===== src/dma_cycle_pkg.sv =====
// shared constants, state codes and pin bundles of the bus master cycle generator
package dma_cycle_pkg;
  localparam int ADDR_W = 24;
  localparam int COUNT_W = 16;
  localparam int SYS_ADDR_W = 20;
  localparam int DATA_W = 16;
  localparam int TMO_W = 8;
  localparam logic [TMO_W-1:0] TIMEOUT_PERIODS = 8'h80;
  localparam logic [TMO_W-1:0] TMO_STEP = 8'h01;
  localparam logic [COUNT_W-1:0] COUNT_ALL_ONES = 16'hFFFF;
  localparam logic [COUNT_W-1:0] COUNT_STEP = 16'h0001;
  localparam logic [ADDR_W-1:0] ADDR_STEP = 24'h000001;
  localparam logic [ADDR_W-1:0] ADDR_RESET = 24'h000000;
  localparam logic [COUNT_W-1:0] COUNT_RESET = 16'h0000;
  localparam logic [DATA_W-1:0] DATA_RESET = 16'h0000;
  // read strobe hold after the write strobe, one clock at the core rate
  localparam int CLK_PERIOD_NS = 10;
  localparam int READ_HOLD_NS = 10;
  localparam int READ_HOLD_CYCLES = (READ_HOLD_NS + CLK_PERIOD_NS - 1) / CLK_PERIOD_NS;

  typedef enum logic [2:0] {
    ST_IDLE = 3'b000,
    ST_WR_SETUP = 3'b001,
    ST_WR_CMD = 3'b010,
    ST_RD_CMD = 3'b011,
    ST_CYCLE_END = 3'b100,
    ST_SECOND_INC = 3'b101
  } cycle_state_t;

  // memory command pins, output enables low while driving
  typedef struct packed {
    logic mwtc_n;
    logic mwtc_oe_n;
    logic mrdc_n;
    logic mrdc_oe_n;
  } cmd_pins_t;

  // system address pins and byte qualifiers
  typedef struct packed {
    logic [SYS_ADDR_W-1:0] addr;
    logic addr_oe_n;
    logic a00;
    logic bhen;
  } addr_pins_t;
endpackage : dma_cycle_pkg


===== src/dma_bus_master_cycle.sv =====
// bus master cycle generator: request, strobes, counters, timeout and overrun guard
//
// Overview of operation
// all cycle logic is one synchronous machine on the bus clock.
// transfer request edge sets latch unless bus error; bus request follows next edge.
// count counter steps with address counter; overrun when count is all ones.
// request bus from arbiter active low; strobes start only after grant.
// write to memory: read enable at grant, write command one clock later.
// write command held until transfer acknowledge arrives.
// transfer acknowledge is synchronised before the machine samples it.
// read enable latches on and stays until after write command negates.
// read from memory: write strobe and read command assert at grant.
// data register captures bus data at the first clock after the trailing edge of its strobe.
// write strobe drops combinationally on acknowledge; read command one clock later.
// request cleared in last strobe clock, clear pulse only while clock low.
// counters increment once, or twice in pack mode, right after the strobe.
// end state marks cycle finish; second state gives the second increment.
// timeout asserts after 128 clocks without acknowledge.
// timeout acts as acknowledge so the cycle completes normally.
// timeout rising edge sets sticky bus error; requests ignored while set.
// bus error raises interrupt only when interrupt enable is set.
// bus error readable as status, cleared only by board reset.
// timeout counter enabled by register access, not by grant.
// software loads count with ones complement of maximum byte count.
// cycle started during overrun floats only the two command outputs.
// overrun cycle still steps count past all ones to zero or one.
// system address bus driven only while grant is active.
// byte transfers big endian; address bit zero marks the lower byte.
// reset clears latch, error flag, states; strobes and request inactive.
`timescale 1ns/10ps
module dma_bus_master_cycle
  import dma_cycle_pkg::*;
(
  // clock and reset
  input wire logic core_clk,
  input wire logic resetn,
  // request side from the adapter control logic
  input wire logic transfer_request,
  input wire logic io_dir,
  input wire logic byte_pack_mode,
  input wire logic register_access_n,
  // arbiter handshake, same clock as the core
  output logic bus_request_n,
  output logic request_clear_n,
  input wire logic bus_grant,
  // memory command pins and acknowledge
  output cmd_pins_t cmd_pins,
  input wire logic xack_n,
  // system address pins
  output addr_pins_t addr_pins,
  // data register strobes and contents
  output logic data_read_en,
  output logic data_write_strobe_n,
  input wire logic [DATA_W-1:0] bus_data_in,
  output logic [DATA_W-1:0] data_reg,
  // software load of the counters
  input wire logic addr_load,
  input wire logic [ADDR_W-1:0] addr_load_value,
  input wire logic count_load,
  input wire logic [COUNT_W-1:0] count_load_value,
  // status and control bits
  input wire logic irq_enable,
  output logic [COUNT_W-1:0] transfer_count,
  output logic count_overrun,
  output logic cycle_timeout,
  output logic bus_error_flag,
  output logic irq
);

  cycle_state_t state;
  cycle_state_t next_state;
  logic xreq_sync;
  logic xreq_prev;
  logic xack_raw;
  logic xack_sync;
  logic request_latched;
  logic ack;
  logic cycle_start;
  logic strobe_last;
  logic increment;
  logic overrun_cycle;
  logic timeout_prev;
  logic [TMO_W-1:0] tmo_count;
  logic [ADDR_W-1:0] byte_addr;
  logic mwtc_cmd_n;
  logic mrdc_cmd_n;
  logic [SYS_ADDR_W-1:0] sys_addr;
  logic lower_byte;
  logic high_enable;

  // acknowledge arrives from the bus, active low on the pin
  assign xack_raw = ~xack_n;

  // acknowledge synchroniser, the machine sees only the second stage
  sync_two_flop u_xack_sync (
    .core_clk(core_clk),
    .resetn(resetn),
    .async_in(xack_raw),
    .sync_out(xack_sync)
  );

  // transfer request comes from outside this clock, so synchronise it first
  sync_two_flop u_xreq_sync (
    .core_clk(core_clk),
    .resetn(resetn),
    .async_in(transfer_request),
    .sync_out(xreq_sync)
  );

  // timeout stands in for a missing acknowledge
  assign ack = xack_sync | cycle_timeout;

  // a cycle starts once the arbiter grants our pending request
  assign cycle_start = (state == ST_IDLE) && !bus_request_n && bus_grant;

  // last clock of either command strobe, acknowledge seen
  assign strobe_last = ((state == ST_WR_CMD) || (state == ST_RD_CMD)) && ack;

  // counters step in the end state and, in pack mode, the second state
  assign increment = (state == ST_CYCLE_END) || (state == ST_SECOND_INC);

  // edge memory for the request input
  always_ff @(posedge core_clk or negedge resetn) begin
    if (!resetn) begin
      xreq_prev <= 1'b0;
    end else begin
      xreq_prev <= xreq_sync;
    end
  end

  // request latch: set by a rising edge, cleared once bus request is out
  always_ff @(posedge core_clk or negedge resetn) begin
    if (!resetn) begin
      request_latched <= 1'b0;
    end else if (xreq_sync && !xreq_prev && !bus_error_flag) begin
      request_latched <= 1'b1;
    end else if (!bus_request_n) begin
      request_latched <= 1'b0;
    end
  end

  // bus request: asserted the edge after the latch, dropped at the last strobe clock
  always_ff @(posedge core_clk or negedge resetn) begin
    if (!resetn) begin
      bus_request_n <= 1'b1;
    end else if (strobe_last) begin
      bus_request_n <= 1'b1;
    end else if (request_latched) begin
      bus_request_n <= 1'b0;
    end
  end

  // clear pulse shown only in the low half of the clock for the arbiter
  assign request_clear_n = ~(strobe_last & ~core_clk);

  // next state of the cycle machine
  always_comb begin
    next_state = state;
    case (state)
      ST_IDLE: begin
        if (cycle_start) begin
          next_state = io_dir ? ST_WR_SETUP : ST_RD_CMD;
        end
      end
      ST_WR_SETUP: begin
        next_state = ST_WR_CMD;
      end
      ST_WR_CMD: begin
        if (ack) begin
          next_state = ST_CYCLE_END;
        end
      end
      ST_RD_CMD: begin
        if (ack) begin
          next_state = ST_CYCLE_END;
        end
      end
      ST_CYCLE_END: begin
        next_state = byte_pack_mode ? ST_SECOND_INC : ST_IDLE;
      end
      ST_SECOND_INC: begin
        next_state = ST_IDLE;
      end
      default: begin
        next_state = ST_IDLE;
      end
    endcase
  end

  // state register on the bus clock
  always_ff @(posedge core_clk or negedge resetn) begin
    if (!resetn) begin
      state <= ST_IDLE;
    end else begin
      state <= next_state;
    end
  end

  // memory write command, registered, held until acknowledge
  always_ff @(posedge core_clk or negedge resetn) begin
    if (!resetn) begin
      mwtc_cmd_n <= 1'b1;
    end else begin
      mwtc_cmd_n <= ~(next_state == ST_WR_CMD);
    end
  end

  // memory read command, registered, so it trails the write strobe by a clock
  always_ff @(posedge core_clk or negedge resetn) begin
    if (!resetn) begin
      mrdc_cmd_n <= 1'b1;
    end else begin
      mrdc_cmd_n <= ~(next_state == ST_RD_CMD);
    end
  end

  // overrun guard: a cycle begun at all ones floats the command drivers only,
  // no slave answers and the timeout ends the cycle
  always_ff @(posedge core_clk or negedge resetn) begin
    if (!resetn) begin
      overrun_cycle <= 1'b0;
    end else if (cycle_start) begin
      overrun_cycle <= count_overrun;
    end else if (next_state == ST_IDLE) begin
      overrun_cycle <= 1'b0;
    end
  end

  // command pins in one bundle, one driver; enables low while driving
  assign cmd_pins = '{mwtc_n: mwtc_cmd_n, mwtc_oe_n: overrun_cycle,
                      mrdc_n: mrdc_cmd_n, mrdc_oe_n: overrun_cycle};

  // read enable latches on at grant and holds past the write command
  always_ff @(posedge core_clk or negedge resetn) begin
    if (!resetn) begin
      data_read_en <= 1'b0;
    end else if (cycle_start && io_dir) begin
      data_read_en <= 1'b1;
    end else if (next_state == ST_IDLE) begin
      data_read_en <= 1'b0;
    end
  end

  // write strobe is combinational so it drops the moment acknowledge shows
  assign data_write_strobe_n = ~((state == ST_RD_CMD) && !ack);

  // capture at the first clock after the strobe's trailing edge, as the read state ends
  always_ff @(posedge core_clk or negedge resetn) begin
    if (!resetn) begin
      data_reg <= DATA_RESET;
    end else if ((state == ST_RD_CMD) && ack) begin
      data_reg <= bus_data_in;
    end
  end

  // address counter, loaded by software, stepped once per byte
  always_ff @(posedge core_clk or negedge resetn) begin
    if (!resetn) begin
      byte_addr <= ADDR_RESET;
    end else if (addr_load) begin
      byte_addr <= addr_load_value;
    end else if (increment) begin
      byte_addr <= byte_addr + ADDR_STEP;
    end
  end

  // count counter moves in tandem; software preloads the ones complement
  // of its limit, so the limit itself ends at all ones without error
  always_ff @(posedge core_clk or negedge resetn) begin
    if (!resetn) begin
      transfer_count <= COUNT_RESET;
    end else if (count_load) begin
      transfer_count <= count_load_value;
    end else if (increment) begin
      transfer_count <= transfer_count + COUNT_STEP;
    end
  end

  // carry out of the count counter
  assign count_overrun = (transfer_count == COUNT_ALL_ONES);

  // address pins registered from the counter; grant alone decides the drive
  always_ff @(posedge core_clk or negedge resetn) begin
    if (!resetn) begin
      sys_addr <= '0;
      lower_byte <= 1'b0;
      high_enable <= 1'b0;
    end else begin
      sys_addr <= byte_addr[SYS_ADDR_W-1:0];
      lower_byte <= byte_addr[0] & ~byte_pack_mode;
      high_enable <= byte_pack_mode | ~byte_addr[0];
    end
  end

  // address drivers on only under grant, received otherwise
  assign addr_pins = '{addr: sys_addr, addr_oe_n: ~bus_grant,
                       a00: lower_byte, bhen: high_enable};

  // timeout counter runs while a register access is pending; grant may
  // stay up between cycles, so it cannot serve as the enable
  always_ff @(posedge core_clk or negedge resetn) begin
    if (!resetn) begin
      tmo_count <= '0;
    end else if (register_access_n) begin
      tmo_count <= '0;
    end else if (tmo_count != TIMEOUT_PERIODS) begin
      tmo_count <= tmo_count + TMO_STEP;
    end
  end

  // timeout flag raised once the count has reached its limit
  always_ff @(posedge core_clk or negedge resetn) begin
    if (!resetn) begin
      cycle_timeout <= 1'b0;
      timeout_prev <= 1'b0;
    end else begin
      cycle_timeout <= !register_access_n && (tmo_count == TIMEOUT_PERIODS);
      timeout_prev <= cycle_timeout;
    end
  end

  // sticky bus error, only reset clears it
  always_ff @(posedge core_clk or negedge resetn) begin
    if (!resetn) begin
      bus_error_flag <= 1'b0;
    end else if (cycle_timeout && !timeout_prev) begin
      bus_error_flag <= 1'b1;
    end
  end

  // interrupt gated by the enable bit
  assign irq = bus_error_flag & irq_enable;
endmodule : dma_bus_master_cycle


===== src/sync_two_flop.sv =====
// two flip-flop level synchroniser
`timescale 1ns/10ps
module sync_two_flop (
  // clock and reset
  input wire logic core_clk,
  input wire logic resetn,
  // level in and synchronised level out
  input wire logic async_in,
  output logic sync_out
);
  logic stage1;

  // first stage is read by the second stage only
  always_ff @(posedge core_clk or negedge resetn) begin
    if (!resetn) begin
      stage1 <= 1'b0;
      sync_out <= 1'b0;
    end else begin
      stage1 <= async_in;
      sync_out <= stage1;
    end
  end
endmodule : sync_two_flop


===== config.mk =====
export PLATFORM = sky130hd
export DESIGN_NAME = dma_bus_master_cycle
export DESIGN_NICKNAME = d
export VERILOG_FILES = /design/src/dma_cycle_pkg.sv /design/src/dma_bus_master_cycle.sv /design/src/sync_two_flop.sv
export SDC_FILE = /design/constraint.sdc
export NUM_CORES = 1
export LEC_CHECK = 0
export ABC_CLOCK_PERIOD_IN_PS = 2100
export BUFFER_PORTS_ARGS = -buffer_cell sky130_fd_sc_hd__buf_2
export CAP_MARGIN = 20
export CORE_MARGIN = 4
export CORE_UTILIZATION = 51
export DETAILED_ROUTE_END_ITERATION = 10
export GPL_ROUTABILITY_DRIVEN = 0
export HOLD_SLACK_MARGIN = 0.02
export PLACE_DENSITY_LB_ADDON = 0.3
export SLEW_MARGIN = 10
export SYNTH_ARGS = -nofsm -noshare
export SYNTH_HDL_FRONTEND = slang
export SYNTH_SLANG_ARGS = --single-unit
export TNS_END_PERCENT = 20

===== constraint.sdc =====
create_clock -name core_clk -period 2.1 [get_ports core_clk]
set_input_delay 0.105 -clock core_clk [delete_from_list [all_inputs] [get_ports core_clk]]
set_output_delay 0.105 -clock core_clk [all_outputs]
set_load 0.01 [all_outputs]

Yosys cells after proc, flatten, opt, wreduce, memory -nomap -nowiden

Cells that the tools add are included.

Bits in registers: 103

Equal/unequal tests: 11
Reduce and logical (&&, ||, !) cells: 27
Bitwise logic cells: 14
Muxes and demuxes: 18
Add/subtract/negate cells: 3

Operators with widths:

| operator                                               | count |
|---|---|
| two-way mux 24 bit                                     | 2 |
| two-way mux 16 bit                                     | 2 |
| adder 24 x 1 -> 24 bit (second input constant)         | 1 |
| adder 16 x 1 -> 16 bit (second input constant)         | 1 |
| == test 16 bit (second input constant)                 | 1 |
| two-way mux 8 bit                                      | 2 |
| == test 3 x 2 -> 1 bit (second input constant)         | 4 |
| case mux 3 bit (4 select lines)                        | 1 |
| nonzero test 2 bit                                     | 6 |
| logical AND 1 bit                                      | 10 |
| two-way mux 3 bit                                      | 3 |
| inverter 1 bit                                         | 9 |
| adder 8 x 1 -> 8 bit (second input constant)           | 1 |
| == test 8 bit (second input constant)                  | 1 |
| inequality test 8 bit (second input constant)          | 1 |
| two-way mux 1 bit                                      | 7 |
| == test 3 bit (second input constant)                  | 2 |
| logical NOT 1 bit                                      | 6 |
| logical NOT 3 bit                                      | 2 |
| bitwise AND 1 bit                                      | 3 |
| == test 3 x 1 -> 1 bit (second input constant)         | 1 |
| logical OR 1 bit                                       | 2 |
| two-way mux 2 bit                                      | 1 |
| inequality test 2 x 1 -> 1 bit (second input constant) | 1 |
| 2 further kinds                                        | 3 |

Logic depth before layout (Yosys ltp)

Gate-level depths: netlist of run 1.

Word-level depth: 8
Gate-level depth with buffers: 6
Mapped depth without buffers: 5

Hierarchy

Synthesis of run 1 repeated with hierarchy kept, for this count alone.

Cell total of the unflattened synthesis: 386
Area, all modules: 4324.1 um^2

Modules (own cells, without submodules):

| module               | area each (um^2) | instances | sequential area each (um^2) | cells an instance |
|---|---|---|---|---|
| dma_bus_master_cycle | 4224.1           | 1         | 2381.0                      | 382 |
| sync_two_flop        | 50.0             | 2         | 50.0                        | 2 |

==> results of run 1 <==
-- worst min-delay path by stage --
stage | start | to | cells after the start
5_1_grt | count_load | transfer_count[12]$_DFFE_PN0P_ | 3
4_1_cts | count_load | transfer_count[12]$_DFFE_PN0P_ | 3
6_report | count_load | transfer_count[6]$_DFFE_PN0P_ | 3
3_5_place_dp | resetn | data_reg[14]$_DFFE_PN0P_ | 1
3_3_place_gp | resetn | data_reg[5]$_DFFE_PN0P_ | 1
2_1_floorplan | resetn | bus_error_flag$_DFFE_PN0P_ | 0
-- worst max-delay path: stages (launching register included) --
cell     delay, ns
dfrtp_1       0.45
nand4_2       0.21
or2_1         0.32
nor3_2        0.22
buf_2         0.18
-- logic make-up after synthesis --
family                   after synthesis
AND/OR/NAND/NOR                      146
flip-flops                            99
AO/OA/AOI/OAI                         55
buffers and inverters                 34
XOR/XNOR                              29
multiplexers                          24
adder cells (fa/ha/maj)                4
-- area by class of cell --
cell class / count / area (sq um)
flip-flops and latches: 99 / 2480
clock buffers: 14 / 174
inverters: 14 / 52.6
multi-input cells: 258 / 1720
fillers: 628 / 2340
well taps: 105 / 131
clock inverters: 6 / 57.6
repair buffers: 194 / 1300
-- report_power, final --
group,switching (uW),leakage (uW),total [uW],internal (uW)
combinational,692,0.00141,1400,703
clock,649,0.000121,1320,670
sequential,299,0.00119,2580,2280
total,1640,0.00272,5300,3660
-- placed cells by master, fill, tap and decap left out, types with 8 or more instances in the layout --
master	n
nand2_1	38
inv_1	14
xnor2_1	19
xor2_1	10
o21ai_0	29
nand2b_1	8
clkbuf_8	12
nor2_1	21
nor3_1	8
dfrtp_1	94
dlygate4sd3_1	60
nand3_1	20
nor4_1	11
buf_2	128
mux2i_1	8
mux2_2	16
-- cell usage after synthesis (9+ instances only) --
library cell / count / share of area, %
xnor2_1: 19 / 3.8
nand3_1: 20 / 2.3
nand2_1: 38 / 3.3
inv_1: 14 / 1.2
xor2_1: 10 / 2.0
o21ai_0: 29 / 3.3
mux2_2: 16 / 4.1
dfrtp_1: 96 / 55
nor3_1: 9 / 1.0
nor4_1: 11 / 1.6
clkbuf_1: 9 / 0.78
nor2_1: 21 / 1.8
-- layer usage --
layer	GRT usage, %	part of all wire [%]	routed length (um)
met5	0	0	0
met4	6.74	1.5	154
met3	5.49	5.7	588
met2	37.0	52	5320
met1	26.8	41	4180
-- timing repair --
item | in CTS | in global routing
hold buffers | 60 | 0
resized for setup | 1 | 2
hold endpoints to repair | 118 | 0
pin swaps | 0 | 0
setup endpoints to repair | 1 | 3
-- through the flow --
stage               utilization, %  area [sq um]  cells  hold slack (ns)
floorplan                        -          4350    391           -0.191
finish                        71.7          5920    690            0.119
CTS                           71.6          5920    690            0.102
global placement              61.6          5090    611            0.184
detailed placement            61.6          5090    611            0.187
global route                  71.7          5920    690            0.134
==> reports/results.ini, run 1 <==
[outcome]
status=completed

[floorplanning]
die_h_um=100
die_area_sq_um=10100
die_w_um=100
num_rows=33
initial_core_util_pct=52.7
ios=134
core_sq_um=8260

[synthesis]
postSynthAreaPerCell_sq_um=11.1
synth-main-ff-cell=dfrtp_1
synth-seq-area-share_pct=57.0
synth-xor-area-share_pct=5.83
ys_async_sr_fraction_pct=100
ys_ff_latch=99
synth_top_family_by_area=simple AND/OR/NAND/NOR gates
yosys_warnings=0
synthMuxAreaShare_pct=5.98
synth_compound_area_share_pct=7.96
synth_simple_gate_area_share_pct=18.5
mappedNetlistArea_sq_um=4350
synth_nets=462
syn_inst=391
synth-adder-area-share_pct=1.15
synth_cell_types=48
synth_edf_count=0

[sta]
setup_ws_ns=0.151
grt_setup_unrepaired=no
max_freq_mhz=513
fin_crit_sh_pct=92.8
clock_skew_ns=0.0132
slew_headroom_pct=54.6
finalHoldViolations=0
slew_viol_final=0
final.min_clock_period_ns=1.95
tns_ns=0
setup_viol=0
worst_slew_pin_slew_ns=0.681

[placed_design]
dp_slack_ns=0.265
place.port_buffers=129
hpwl_um=6880

[clock_network]
post_cts_buffers=0
tritoncts=yes
clkLatencyLatePin_ns=0.46
cts.clk_slew.worst_paths_ns=0.10

[hold_path]
min_path_type=in2reg

[setup_path]
cp.arrival_ns=1.84
start_kind=register
reg2reg_to=transfer_count[11]$_DFFE_PN0P_
path_max_fanout=7
timing.rr.start=state[1]$_DFF_PN0_
r2r_cells=4
setup.worst_path.class=reg2out
critPathRequiredTime_ns=2.00
worstSetupEndpointType=output pin
crit_end=count_overrun
crit_start=transfer_count[4]$_DFFE_PN0P_
r2r_slack_ns=0.32

[final_layout]
antenna_cells=0
fin_nets=651
top_regs=byte_addr (20), sys_addr (20)
syn_to_final_growth_pct=36.0
drive_gt1_share_pct=31.3

[grt]
antenna_found_initial=0
grt_max_degree=55
grt_usage_pct=21.6
grt.overflow.total=0
grt_pass1_vias=3760
grt_pass1_wl_um=17200

[pwr]
power_uw=5300
power_leakage_uw=0.00272
vdd_ir_drop_max_v=0.000654
power.density_nw_per_um2=895

[drt]
vias=3670
viasPerCell=5.32
ant_nets=0
wl_per_cell_um=14.8
dr.first_iter.drc_count=133
totalWireLength_um=10200
drc=0
drt-pass1-iter-count=5

[run]
drv_cap=0

Power figures use the tool's default switching activity.
==> inputs of run 2 (changes only) <==
==> constraint.sdc (replaced) <==
create_clock -name core_clk -period 2.1 [get_ports core_clk]
set_input_delay 0.21 -clock core_clk [delete_from_list [all_inputs] [get_ports core_clk]]
set_output_delay 0.21 -clock core_clk [all_outputs]
set_load 0.01 [all_outputs]
==> reports/results.ini, run 2 (synthesis results as in run 1) <==
[outcome]
status=completed  ; unchanged

[pwr]
vdd_ir_drop_max_v=0.000540  ; was 0.000654 V
power_leakage_uw=0.00270  ; was 0.00272 uW
power.density_nw_per_um2=897  ; was 895 nW/um^2

[placed_design]
place.port_buffers=129  ; unchanged
place_area_sq_um=5090  ; about the same
dp_slack_ns=0.272  ; was 0.265 ns
hpwl_um=6990  ; was 6880 um

[drt]
wl_per_cell_um=15.4  ; was 14.8 um
vias=3623  ; was 3670
totalWireLength_um=10600  ; was 10200 um
drt-pass1-iter-count=5  ; unchanged
ant_nets=0  ; unchanged
wirelength_met1_um=4520  ; was 4180 um
dr.first_iter.drc_count=132  ; was 133
drc=0  ; unchanged
top_layer_used=met4  ; unchanged
viasPerCell=5.27  ; was 5.32
met2_length_um=5240  ; was 5320 um
dr_wl_met3_um=535  ; was 588 um

[final_layout]
final_cell_mix=buf_2 (128), dfrtp_1 (91), dlygate4sd3_1 (53)  ; was buf_2 (128), dfrtp_1 (94), dlygate4sd3_1 (60)
layout_commonest_cell=buf_2  ; unchanged
drive_gt1_share_pct=33.0  ; was 31.3%
multiInputGateArea_sq_um=1740  ; was 1720 sq um
fin_nets=648  ; was 651
regArea_sq_um=2490  ; was 2480 sq um
syn_to_final_growth_pct=35.3  ; was 36.0%
top_regs=byte_addr (20), sys_addr (20)  ; unchanged
fillers=611  ; was 628
stdcell_area_sq_um=5890  ; was 5920 sq um

[floorplanning]
die_h_um=100  ; unchanged
die_area_sq_um=10100  ; unchanged
ios=134  ; unchanged
initial_core_util_pct=52.7  ; unchanged
num_rows=33  ; unchanged
die_w_um=100  ; unchanged
core_sq_um=8260  ; unchanged

[sta]
grt_setup_unrepaired=no  ; unchanged
setup_viol=0  ; unchanged
fin_crit_sh_pct=92.0  ; was 92.8%
tns_ns=0  ; unchanged
worst_slew_pin_slew_ns=0.516  ; was 0.681 ns
finalHoldViolations=0  ; unchanged
slew_headroom_pct=65.6  ; was 54.6%
hold_slack_ns=0.0548  ; was 0.119 ns
max_freq_mhz=518  ; was 513 MHz
final.min_clock_period_ns=1.93  ; was 1.95 ns
slew_viol_final=0  ; unchanged
clock_skew_ns=0.0149  ; was 0.0132 ns
setup_ws_ns=0.168  ; was 0.151 ns

[grt]
grt_pass1_vias=3693  ; was 3760
grt_usage_pct=21.9  ; was 21.6%
grt.overflow.total=0  ; unchanged
antenna_found_initial=0  ; unchanged
grt_max_degree=49  ; was 55
grt_pass1_wl_um=17400  ; was 17200 um

[setup_path]
setup.worst_path.class=reg2out  ; unchanged
timing.rr.start=state[1]$_DFF_PN0_  ; unchanged
cp.arrival_ns=1.72  ; was 1.84 ns
crit_start=transfer_count[4]$_DFFE_PN0P_  ; unchanged
crit_buf_inv=1  ; unchanged
path_max_fanout=7  ; unchanged
cp_cell_sequence=nand4_4 -> or2_1 -> nor3_2 -> buf_2  ; was nand4_2 -> or2_1 -> nor3_2 -> buf_2
slowest_delay_ns=0.44  ; was 0.45 ns
critPathRequiredTime_ns=1.89  ; was 2.00 ns
slowest_stage=dfrtp_2  ; was dfrtp_1
worst_path_dominant_cell_family=simple AND/OR/NAND/NOR gates  ; unchanged
start_kind=register  ; unchanged
worstSetupEndpointType=output pin  ; unchanged

[run]
drv_cap=0  ; unchanged

[clock_network]
clkLatencyLatePin_ns=0.46  ; about the same
tritoncts=yes  ; unchanged
cts.clk_slew.worst_paths_ns=0.10  ; about the same

[hold_path]
min_path_type=in2reg  ; unchanged
min_from=addr_load_value[17]  ; was count_load

==> run 2: changes by cell type in the layout (fill, tap and decap cells not counted), moves of 2 or more <==
cell           delta
clkinv_4          +2
dfrtp_1           -3
dlygate4sd3_1     -7
buf_4             +4
dfrtp_2           +3
clkinv_2          -2
inv_6             +2
==> run 2: power breakdown <==
| part | total, uW | internal, uW | leakage [uW] | switching, uW |
|---|---|---|---|---|
| Sequential | 2590 | 2290 | 0.00119 | 300 |
| Combinational | 1420 | 701 | 0.00140 | 722 |
| Clock | 1280 | 568 | 0.000115 | 711 |
| Total | 5290 | 3560 | 0.00270 | 1730 |
==> run 2: worst paths after layout <==
kind / end / slack [ns] / cells after the start
max: count_overrun / 0.17 / 4
min: byte_addr[17]$_DFFE_PN0P_ / 0.05 / 3
max reg2reg: transfer_count[13]$_DFFE_PN0P_ / 0.19 / 5
min reg2reg: u_xreq_sync.sync_out$_DFF_PN0_ / 0.36 / 0
max in group asynchronous: transfer_count[5]$_DFFE_PN0P_ / 1.22 / 3
min in group asynchronous: data_reg[5]$_DFFE_PN0P_ / 0.25 / 2
==> run 2: repair_timing <==
action / 4_1_cts / 5_1_grt
hold buffers: 53 / 0
endpoints found under the hold margin: 89 / 0
resized for setup: 3 / 6
buffers inserted: 0 / 3
endpoints found under the setup margin: 3 / 3
==> run 2: stage by stage <==
step           power [uW]  util [%]  std cells
2_1_floorplan        3350         -        391
3_5_place_dp         3930      61.7        612
4_1_cts              5270      70.9        684
3_3_place_gp         3870      61.7        612
5_1_grt              5590      71.3        687
6_report             5290      71.4        688
==> run 2: routing by layer <==
metal / global-route usage [%] / vias up
met5: 0 / -
met4: 8.70 / 0
met3: 5.91 / 25
met2: 36.1 / 107
met1: 27.6 / 1753
li1: - / 1738
==> run 2: tightest hold or removal path, stage by stage <==
cell and delay [ns]:
buf_2 0.07, nand2b_1 0.09, o31a_1 0.12
==> run 2: cell type report <==
| class | count | area share [%] |
|---|---|---|
| Inverter | 14 | 0.892 |
| Timing Repair Buffer | 191 | 21.4 |
| Clock buffer | 13 | 2.89 |
| Clock inverter | 7 | 0.892 |
| Multi-Input combinational cell | 258 | 29.4 |
| Sequential cell | 99 | 42.2 |
| Tap cell | 105 | 2.23 |
| Antenna cell | 1 | 0.0425 |
